===== src/core/edo_host_pkg.sv =====
package edo_host_pkg;
	localparam int ADDR_W = 20;
	localparam int HALF_W = 10;
	localparam int DATA_W = 16;
	localparam int LANES = 2;
	localparam int LANE_W = 8;
	localparam int CNT_W = 4;
	localparam int SYNC_DEPTH = 3;

	localparam int CLK_MHZ = 100;
	localparam int CLK_PERIOD_NS = 10;

	// access, precharge and row strobe low times
	localparam int T_RAC_NS = 50;
	localparam int T_CAC_NS = 13;
	localparam int T_RP_NS = 30;
	localparam int T_RAS_NS = 50;

	// refresh budget
	localparam int REF_WINDOW_MS = 16;
	localparam int REF_ROWS = 1024;

	function automatic int least_cyc(input int ns);
		int c;
		c = (ns + CLK_PERIOD_NS - 1) / CLK_PERIOD_NS;
		return (c < 1) ? 1 : c;
	endfunction

	localparam int ROW_CYC = least_cyc(T_RAC_NS - T_CAC_NS);
	localparam int CAS_CYC = least_cyc(T_CAC_NS);
	localparam int RP_CYC = least_cyc(T_RP_NS);
	localparam int RAS_CYC = least_cyc(T_RAS_NS);
	// longest spacing per row, rounded down
	localparam int REF_INTERVAL_CYC = REF_WINDOW_MS * 1000 * CLK_MHZ / REF_ROWS;

	localparam logic [HALF_W-1:0] ADDR_RST = 10'h000;
	localparam logic [DATA_W-1:0] DATA_RST = 16'h0000;
	localparam logic [LANES-1:0] LANES_OFF = 2'h3;

	typedef enum logic [2:0] {
		S_IDLE = 3'h0,
		S_ROW_SET = 3'h1,
		S_ROW = 3'h3,
		S_COL_SET = 3'h7,
		S_CAS = 3'h6,
		S_PRE = 3'h4,
		S_REF_CAS = 3'h2,
		S_REF_RAS = 3'h5
	} state_t;
endpackage


===== src/core/refresh_pacer.sv =====
`timescale 1ns/1ps
module refresh_pacer #(
	parameter int INTERVAL = edo_host_pkg::REF_INTERVAL_CYC
) (
	// clock and control
	input wire logic sys_clk_in,
	input wire logic srst_in,
	input wire logic ce_in,
	// refresh handshake
	input wire logic ack_in,
	output logic req_out
);
	import edo_host_pkg::*;

	localparam int W = $clog2(INTERVAL + 1);

	if (INTERVAL < 2) begin : g_chk
		$error("refresh interval too short");
	end

	logic [W-1:0] cnt_r;
	logic tick;

	assign tick = (cnt_r == W'(INTERVAL - 1));

	always_ff @(posedge sys_clk_in) begin
		if (srst_in) begin
			cnt_r <= '0;
			req_out <= 1'b0;
		end else if (ce_in) begin
			cnt_r <= tick ? '0 : cnt_r + 1'b1;
			// new tick wins over ack
			req_out <= tick | (req_out & ~ack_in);
		end
	end
endmodule


===== src/core/edo_host.sv =====
// Summary of operation
// device stores 1,048,576 words of sixteen bits each.
// row then column share the ten mux_addr lines.
// device latches row when row strobe falls.
// device latches column when internal column strobe falls.
// internal strobe: first byte strobe falling to last rising.
// low byte strobe governs data bits 0 to 7.
// high byte strobe governs data bits 8 to 15.
// byte output drive needs its strobe, row strobe, we, oe.
// low-only read drives low byte, upper stays high impedance.
// low-only write stores low byte, upper byte untouched.
// early write: we low with strobes low; oe ignored.
// all write cycles may be single-byte writes.
// all read cycles may be single-byte reads.
// column-first refresh: a byte strobe low when row strobe falls.
// controller issues 1,024 row refreshes every 16 ms.
// self refresh covers 1,024 rows within 128 ms internally.
// device supports row-only, column-first and hidden refresh.
// open row allows page access to any of 1,024 columns.
// column-first refresh uses internal row counter, outputs off.
// row-only, read and write cycles refresh the presented row.
// write starts at later of strobe and we falling.
// page read data held until next column strobe fall.
// all strobes high means standby, data pins off.
// word read needs all strobes low, we high, oe low.
`timescale 1ns/1ps
module edo_host #(
	parameter int REF_INTERVAL = edo_host_pkg::REF_INTERVAL_CYC
) (
	// clock and control
	input wire logic sys_clk_in,
	input wire logic srst_in,
	input wire logic ce_in,
	// request port
	input wire logic req_valid_in,
	output logic req_ready_out,
	input wire logic req_write_in,
	input wire logic [edo_host_pkg::ADDR_W-1:0] req_addr_in,
	input wire logic [edo_host_pkg::DATA_W-1:0] req_wdata_in,
	input wire logic [edo_host_pkg::LANES-1:0] req_byte_en_in,
	// read answer
	output logic rd_valid_out,
	output logic [edo_host_pkg::DATA_W-1:0] rd_data_out,
	// memory pins
	output logic ras_n_out,
	output logic low_byte_col_strobe_n_out,
	output logic high_byte_col_strobe_n_out,
	output logic we_n_out,
	output logic oe_n_out,
	output logic [edo_host_pkg::HALF_W-1:0] mux_addr_out,
	input wire logic [edo_host_pkg::DATA_W-1:0] data_pins_in,
	output logic [edo_host_pkg::DATA_W-1:0] data_pins_out,
	output logic [edo_host_pkg::LANES-1:0] data_pins_oe_n_out
);
	import edo_host_pkg::*;

	// byte enables to active-low lane strobes, none means whole word
	function automatic logic [LANES-1:0] lane_n(input logic [LANES-1:0] be);
		return (be == '0) ? '0 : ~be;
	endfunction

	state_t state_r;
	logic [CNT_W-1:0] cnt_r;
	logic [ADDR_W-1:0] addr_r;
	logic [LANES-1:0] lanes_n_r;
	logic wr_r;
	logic ref_cyc_r;
	logic ras_n_r;
	logic [LANES-1:0] cas_n_r;
	logic [LANES-1:0] drv_n_r;
	logic [DATA_W-1:0] sync1_r, sync2_r, sync3_r;
	logic ref_req;
	logic ref_ack;
	logic cnt_done;
	logic take;
	logic rd_stable;
	logic rd_capture;

	refresh_pacer #(.INTERVAL(REF_INTERVAL)) u_pacer (
		.sys_clk_in(sys_clk_in),
		.srst_in(srst_in),
		.ce_in(ce_in),
		.ack_in(ref_ack),
		.req_out(ref_req)
	);

	assign cnt_done = (cnt_r == '0);
	assign req_ready_out = (state_r == S_IDLE) && !ref_req && ce_in;
	assign take = req_valid_in && req_ready_out;
	assign ref_ack = ce_in && (state_r == S_IDLE) && ref_req;
	// pin data counts once second and third stage agree
	assign rd_stable = (sync2_r == sync3_r);
	assign rd_capture = ce_in && (state_r == S_CAS) && cnt_done &&
		!wr_r && rd_stable;

	assign ras_n_out = ras_n_r;
	assign low_byte_col_strobe_n_out = cas_n_r[0];
	assign high_byte_col_strobe_n_out = cas_n_r[1];
	assign data_pins_oe_n_out = drv_n_r;

	// per-lane write data
	for (genvar i = 0; i < LANES; i++) begin : g_lane
		always_ff @(posedge sys_clk_in) begin
			if (srst_in) begin
				data_pins_out[i*LANE_W +: LANE_W] <= '0;
			end else if (ce_in && take) begin
				data_pins_out[i*LANE_W +: LANE_W] <=
					req_wdata_in[i*LANE_W +: LANE_W];
			end
		end
	end

	always_ff @(posedge sys_clk_in) begin
		if (srst_in) begin
			sync1_r <= DATA_RST;
			sync2_r <= DATA_RST;
			sync3_r <= DATA_RST;
		end else if (ce_in) begin
			sync1_r <= data_pins_in;
			sync2_r <= sync1_r;
			sync3_r <= sync2_r;
		end
	end

	always_ff @(posedge sys_clk_in) begin
		if (srst_in) begin
			rd_valid_out <= 1'b0;
			rd_data_out <= DATA_RST;
		end else if (ce_in) begin
			rd_valid_out <= rd_capture;
			if (rd_capture) begin
				rd_data_out <= sync3_r;
			end
		end
	end

	always_ff @(posedge sys_clk_in) begin
		if (srst_in) begin
			state_r <= S_IDLE;
			cnt_r <= '0;
			addr_r <= '0;
			lanes_n_r <= LANES_OFF;
			wr_r <= 1'b0;
			ref_cyc_r <= 1'b0;
			ras_n_r <= 1'b1;
			cas_n_r <= LANES_OFF;
			drv_n_r <= LANES_OFF;
			we_n_out <= 1'b1;
			oe_n_out <= 1'b1;
			mux_addr_out <= ADDR_RST;
		end else if (ce_in) begin
			if (!cnt_done) begin
				cnt_r <= cnt_r - 1'b1;
			end
			case (state_r)
				S_IDLE: begin
					if (ref_req) begin
						// strobes low before row strobe falls
						cas_n_r <= '0;
						ref_cyc_r <= 1'b1;
						state_r <= S_REF_CAS;
					end else if (take) begin
						addr_r <= req_addr_in;
						wr_r <= req_write_in;
						lanes_n_r <= lane_n(req_byte_en_in);
						ref_cyc_r <= 1'b0;
						mux_addr_out <= req_addr_in[ADDR_W-1:HALF_W];
						state_r <= S_ROW_SET;
					end
				end
				S_ROW_SET: begin
					ras_n_r <= 1'b0;
					cnt_r <= CNT_W'(ROW_CYC - 1);
					state_r <= S_ROW;
				end
				S_ROW: begin
					if (cnt_done) begin
						mux_addr_out <= addr_r[HALF_W-1:0];
						// we low ahead of the strobes
						we_n_out <= ~wr_r;
						oe_n_out <= wr_r;
						drv_n_r <= wr_r ? lanes_n_r : LANES_OFF;
						state_r <= S_COL_SET;
					end
				end
				S_COL_SET: begin
					cas_n_r <= lanes_n_r;
					cnt_r <= CNT_W'(CAS_CYC + SYNC_DEPTH - 1);
					state_r <= S_CAS;
				end
				S_CAS: begin
					if (cnt_done && (wr_r || rd_stable)) begin
						ras_n_r <= 1'b1;
						cas_n_r <= LANES_OFF;
						we_n_out <= 1'b1;
						oe_n_out <= 1'b1;
						drv_n_r <= LANES_OFF;
						cnt_r <= CNT_W'(RP_CYC - 1);
						state_r <= S_PRE;
					end
				end
				S_REF_CAS: begin
					ras_n_r <= 1'b0;
					cnt_r <= CNT_W'(RAS_CYC - 1);
					state_r <= S_REF_RAS;
				end
				S_REF_RAS: begin
					if (cnt_done) begin
						ras_n_r <= 1'b1;
						cas_n_r <= LANES_OFF;
						cnt_r <= CNT_W'(RP_CYC - 1);
						state_r <= S_PRE;
					end
				end
				S_PRE: begin
					if (cnt_done) begin
						state_r <= S_IDLE;
					end
				end
				default: begin
					state_r <= S_IDLE;
				end
			endcase
		end
	end
endmodule


===== config.mk =====
export PLATFORM = sky130hd
export DESIGN_NAME = edo_host
export DESIGN_NICKNAME = d
export VERILOG_FILES = /design/src/core/edo_host_pkg.sv /design/src/core/refresh_pacer.sv /design/src/core/edo_host.sv
export SDC_FILE = /design/constraint.sdc
export NUM_CORES = 1
export LEC_CHECK = 0
export BUFFER_PORTS_ARGS = -buffer_cell sky130_fd_sc_hd__buf_2
export CORE_MARGIN = 8
export CORE_UTILIZATION = 30
export CTS_CLUSTER_DIAMETER = 30
export DETAILED_ROUTE_END_ITERATION = 16
export GPL_ROUTABILITY_DRIVEN = 1
export GPL_TIMING_DRIVEN = 1
export PLACE_DENSITY = 0.57
export SLEW_MARGIN = 20
export SYNTH_ARGS = -nofsm -noshare
export SYNTH_HDL_FRONTEND = slang
export SYNTH_SLANG_ARGS = --single-unit

===== constraint.sdc =====
create_clock -name sys_clk_in -period 4.3 [get_ports sys_clk_in]
set_input_delay 0.215 -clock sys_clk_in [delete_from_list [all_inputs] [get_ports sys_clk_in]]
set_output_delay 0.215 -clock sys_clk_in [all_outputs]
set_load 0.01 [all_outputs]

==> flow_summary.json, run 1 <==
{
  "routed_wl_mm": 13.6,
  "cts_tree": "done",
  "hpwlAfterDp_mm": 9.29,
  "io_buffers": 109,
  "max_freq_mhz": 426,
  "viasPerCell": 4.64,
  "drive_gt1_share_pct": 22.3,
  "yosys.area_share.simple_pct": 20.7,
  "synth_xor_xnor_area_share_pct": 4.22,
  "power_density_mw_per_mm2": 447,
  "dp.cells": 929,
  "clock_latency_ns": 0.41,
  "dr.pass1.iters": 4,
  "muxShareOfSynthArea_pct": 14.3,
  "fin_crit_ns": 2.35,
  "synth_flop_cell": "dfxtp_1",
  "synth_fp_nets": 686,
  "cp-end-kind": "flop",
  "cts.sinks": 130,
  "worstSetupPathType": "reg -> reg",
  "die_h_um": 153,
  "drcViolationCount": 0,
  "dieArea_sq_mm": 0.0233,
  "synth-compound-area-share_pct": 9.34,
  "dieWidth_um": 153,
  "grt-ovfl-total": 0,
  "cts_resized": 0,
  "setup_viol": 0,
  "cp_slowest_stage_delay_ns": 0.69,
  "drv_slew": 0,
  "grt_pass1_wl_mm": 22.3,
  "finalNonFillerCells": 961,
  "synth_fa_ha_area_share_pct": 0.894,
  "maxCapViolCount": 0,
  "vias": 4461,
  "final_util_pct": 37.1,
  "grt_max_degree": 76,
  "num_antenna_cells": 0,
  "worst_ep_arrival_time_ns": 2.68,
  "core_area_sq_mm": 0.0185,
  "leakage_uw": 0.00296,
  "globalRouteTotalUtil_pct": 11.7,
  "grt_pass1_vias": 4268,
  "synthMostInstantiatedCell": "dfxtp_1",
  "worst_pin_slew_ns": 0.969,
  "yosysSeqAreaShare_pct": 46.5,
  "ys_seq_elements": 130,
  "path_clk_slew_ns": 0.06,
  "synth_top_area_share_pct": 46.5,
  "status": "finished, final reports clean",
  "hold_class": "in -> reg",
  "postSynthCellCount": 623,
  "path_cells": "nand3b_1, a21o_1, a31oi_2, mux2i_1",
  "seq_area_sq_mm": 0.00260,
  "synthTopCellsByCount": "dfxtp_1, nand2_1, nor2_1",
  "crit_required_ns": 4.64,
  "critPathMaxFanout": 18,
  "ctsHoldBuffers": 0,
  "rows": 50,
  "critPathLaunchType": "flop",
  "cts_made_buffers": 17,
  "post-route-period-util_pct": 54.5,
  "nets": 777,
  "io_pins": 110,
  "grt_setup_unrepaired": "false",
  "gp_congestion": 0.771,
  "yosysTopAreaCell": "dfxtp_1",
  "clk_path_buf_depth": 2,
  "start_util_pct": 30.2,
  "multi_input_area_sq_mm": 0.00278,
  "ir_drop_uv": 265,
  "async_flop_share_pct": 0,
  "cts_root_buf": "clkbuf_16",
  "drtIter0Drc": 320,
  "antenna_left": 0,
  "tns_ns": 0,
  "fillers": 1925,
  "cp_slowest_cell": "dfxtp_1",
  "synth_area_sq_mm": 0.00560,
  "relSlewSlack_pct": 35.4,
  "syn_to_final_growth_pct": 22.6,
  "wire_per_inst_um": 14.1,
  "finalClockSkew_ns": 0.00842,
  "synth_area_leaders": "dfxtp_1, mux2i_1, nand2_1",
  "finalHoldViolCount": 0,
  "synth.avg_cell_area_sq_um": 8.99,
  "h-tree-depth": 4,
  "synth_top_family_by_area": "simple AND/OR/NAND/NOR gates",
  "synth_warnings": 0,
  "post_synth_num_cell_types": 50,
  "synth_edf_count": 0,
  "post-place-ws_ns": 1.88,
  "postCtsSetupBuffers": 0,
  "antenna_found_initial": 2,
  "fin_ws_ns": 1.95
}
[power breakdown]
part	total (uW)	switching, uW	internal [uW]
sequential	1320	54.4	1260
clock	1380	561	816
combinational	374	220	154
[cell type report]
cell class	count	share of cell area (%)
Tap cell	234	4.26
Inverter	10	0.547
Clock buffer	18	6.40
Sequential cell	130	37.9
Clock inverter	14	1.90
Timing Repair Buffer	114	8.56
Multi-Input combinational cell	441	40.4
[routing by layer]
| metal | track usage, % | up-vias | share of wire (%) |
|---|---|---|---|
| li1 | - | 2319 | - |
| met1 | 14.4 | 2044 | 47 |
| met2 | 19.0 | 76 | 47 |
| met3 | 3.09 | 18 | 3.5 |
| met4 | 5.09 | 4 | 1.6 |
| met5 | 0 | - | 0.15 |
[cell usage in the layout, fill, tap and decap left out, types with 2 or more instances in the layout]
cell type and count:
nand4_1 5, o21a_1 3, a211oi_1 12, clkinv_4 5
xor2_1 24, clkinvlp_4 2, nor3_1 7, or2_2 2
a31o_2 2, xnor2_1 3, nor2_1 91, a21oi_1 35
nand3_1 6, clkbuf_16 17, nand2_1 104, inv_1 9
o22ai_1 3, buf_4 7, nor4_4 5, o21ai_0 12
mux2i_1 80, nor4_1 3, a311oi_1 2, nand3b_1 7
o211ai_1 3, ha_1 4, or3_1 3, dfxtp_1 130
clkinv_2 3, nor2b_1 4, buf_2 107, inv_6 3
[worst paths after layout]
path,slack (ns),to,depth (start not counted),startpoint
setup / recovery,1.95,we_n_out,4,state_r[0]
hold / removal,0.04,sync1_r[14],3,data_pins_in[14]
setup reg to reg,1.95,we_n_out,4,state_r[0]
hold reg to reg,0.45,data_pins_out[3],2,data_pins_out[3]
[per-stage QoR]
stage	instance area [sq um]	hold WS, ns	total power (uW)
2_1_floorplan	5600	0.351	1600
3_3_place_gp	6300	0.439	1720
3_5_place_dp	6300	0.443	1720
4_1_cts	6870	0.0145	3120
5_1_grt	6870	0.0281	3230
6_report	6870	0.0365	3070
[registers in the layout (all words and copies together) (netlist names)]
| signal | cells |
|---|---|
| state_r | 3 |
| ras_n_out | 1 |
| wr_r | 1 |
| u_pacer.cnt_r | 11 |
| mux_addr_out | 10 |
| rd_valid_out | 1 |
| u_pacer.req_out | 1 |
| cnt_r | 4 |
| data_pins_oe_n_out | 2 |
| sync2_r | 16 |
| data_pins_out | 16 |
| oe_n_out | 1 |
| sync3_r | 16 |
| we_n_out | 1 |
| sync1_r | 16 |
| cas_n_r | 2 |
| rd_data_out | 16 |
| lanes_n_r | 2 |
| addr_r | 10 |
[cell families after synthesis]
| group | Yosys count |
|---|---|
| multiplexers | 80 |
| buffers and inverters | 52 |
| adder cells (fa/ha/maj) | 4 |
| flip-flops | 130 |
| XOR/XNOR | 27 |
| AO/OA/AOI/OAI | 83 |
| AND/OR/NAND/NOR | 247 |
[critical path, delay by kind of cell, from the launching register on]
family	cells	cell delay, ns
AO/OA/AOI/OAI	2	0.68
multiplexers	1	0.22
flip-flops	1	0.69
AND/OR/NAND/NOR	1	0.68
Note: power is estimated with default switching activity, not from simulation.
==> inputs of run 2 (changes only) <==
clock period = 2.35 ns   (was 4.3 ns; I/O delays follow)
==> run 2 against run 1 <==
  * Global-route usage increased by 0.85 points
  * Hold slack gained 0.012 ns
  * Design area up 7.9%
  * Fmax grew 7.7%
  * Sequential power rose by 82%
  * Critical path depth grew 3
  * Register-to-register slack lost 1.8 ns
==> flow_summary.json, run 2 (synthesis gave the netlist of run 1 again) <==
{
  "post-route-period-util_pct": 92.7,
  "met2_usage_pct": 21.8,
  "dieWidth_um": 153,
  "gp_congestion": 0.831,
  "wire_per_inst_um": 14.3,
  "drive_gt1_share_pct": 21.6,
  "layout_common_cells": "dfxtp_1, buf_2, nand2_1",
  "status": "finished, final reports clean",
  "drtIter0Drc": 293,
  "ff2ff_setup_slack_ns": 0.17,
  "busiest_layer": "met2",
  "critPathLaunchType": "flop",
  "rows": 50,
  "r2r-start": "state_r[0]",
  "worstSetupPathType": "reg -> reg",
  "antenna_left": 0,
  "cp_slowest_stage_delay_ns": 0.55,
  "io_pins": 110,
  "ff2ff_path_depth": 7,
  "drcViolationCount": 0,
  "grt_pass1_vias": 4730,
  "hpwlAfterDp_mm": 9.69,
  "finalClockSkew_ns": 0.0117,
  "dr.pass1.iters": 7,
  "tns_ns": 0,
  "grt_pass1_wl_mm": 23.9,
  "drv_slew": 0,
  "start_util_pct": 30.2,
  "routed_wl_mm": 14.5,
  "syn_to_final_growth_pct": 32.4,
  "min-delay-start": "req_addr_in[11]",
  "fillers": 1879,
  "worst_pin_slew_ns": 0.607,
  "placed_area_sq_mm": 0.00638,
  "cts.sinks": 130,
  "dieArea_sq_mm": 0.0233,
  "worst_ep_arrival_time_ns": 2.53,
  "nets": 832,
  "grt_setup_unrepaired": "false",
  "cp-end-kind": "flop",
  "clock_latency_ns": 0.42,
  "fin_crit_ns": 2.18,
  "gr-usage-met1_pct": 14.7,
  "leakage_uw": 0.00319,
  "num_antenna_cells": 0,
  "h-tree-depth": 4,
  "grt_max_degree": 57,
  "cp_num_buf_inv": 3,
  "layout_commonest_cell": "dfxtp_1",
  "path_clk_slew_ns": 0.06,
  "max_freq_mhz": 459,
  "dp.cells": 937,
  "cp_slowest_cell": "dlygate4sd3_1",
  "cts_root_buf": "clkbuf_16",
  "cts_made_buffers": 17,
  "globalRouteTotalUtil_pct": 12.6,
  "vias": 4708,
  "maxCapViolCount": 0,
  "antenna_found_initial": 0,
  "setup_viol": 0,
  "cts_resized": 0,
  "crit_family": "buffers and inverters",
  "finalNonFillerCells": 1016,
  "whs_ns": 0.0486,
  "die_h_um": 153,
  "path_common_cell": "nand3b_1",
  "ir_drop_uv": 521,
  "cts_tree": "done",
  "viasPerCell": 4.63,
  "critPathMaxFanout": 29,
  "relSlewSlack_pct": 59.6,
  "met3_usage_pct": 3.15,
  "finalHoldViolCount": 0,
  "path_cells": "buf_4, nand3b_1, nor4_2, buf_12, nand3b_1, dlygate4sd3_1, nand3_1",
  "hold_class": "in -> reg",
  "final_area_sq_mm": 0.00741,
  "core_area_sq_mm": 0.0185,
  "io_buffers": 109,
  "min_to": "mux_addr_out[1]",
  "power_density_mw_per_mm2": 768,
  "clk_path_buf_depth": 2,
  "r2r-end": "lanes_n_r[1]",
  "holdPathStages": 3,
  "grt-ovfl-total": 0,
  "crit_required_ns": 2.70
}
run 2: cell count changes in the layout (fill, tap and decap cells not counted), moves of 4 or more:
cell / previous run / this run
dlygate4sd3_1: 0 / 47
inv_6: 3 / 7
buf_4: 7 / 13
clkinv_4: 5 / 1
run 2: per-layer routing:
metal	vias to the layer above	wire [um]
met2	75	7350
met3	14	404
li1	2419	-
met1	2200	6550
met4	0	193
met5	-	0
run 2: timing repair:
item | 4_1_cts | 5_1_grt
buffers inserted | 0 | 0
hold endpoints to repair | 49 | 0
hold buffers | 47 | 0
run 2: report_power, final:
| group | leakage, uW | total (uW) | internal (uW) | switching (uW) |
|---|---|---|---|---|
| Combinational | 0.00186 | 785 | 349 | 436 |
| Clock | 0.000269 | 2510 | 1410 | 1100 |
| Sequential | 0.00106 | 2400 | 2310 | 86.6 |
| Total | 0.00319 | 5690 | 4070 | 1620 |
run 2: cell type report:
cell class | instances | area (sq um) | share of cell area [%]
clock buffer | 18 | 439 | 5.93
inverter | 10 | 37.5 | 0.506
clock inverter | 14 | 120 | 1.62
tap | 234 | 293 | 3.95
timing repair buffer | 169 | 1140 | 15.4
sequential | 130 | 2600 | 35.1
multi-input combinational | 441 | 2780 | 37.4
run 2: metrics by stage:
stage	utilization [%]	total power (uW)	setup slack, ns
floorplan	-	2930	0.491
global placement	34.5	3170	0.350
detailed placement	34.5	3170	0.306
CTS	40.0	5770	0.155
global route	40.0	5980	0.0114
finish	40.0	5690	0.172
run 2: worst max-delay path by stage:
stage / startpoint / to / cells after the start
after floorplan: cnt_r[0] / rd_data_out[10] / 8
after global placement: cnt_r[0] / cnt_r[0] / 9
after detailed placement: cnt_r[0] / rd_data_out[10] / 7
after CTS: state_r[0] / lanes_n_r[1] / 7
after global routing: state_r[0] / lanes_n_r[1] / 7
final: state_r[0] / lanes_n_r[1] / 7
run 2: worst reg2reg max path: stages (launching register included):
cell and delay (ns):
dfxtp_1 0.41, buf_4 0.22, nand3b_1 0.24, nor4_2 0.30, buf_12 0.23, nand3b_1 0.10, dlygate4sd3_1 0.55, nand3_1 0.07
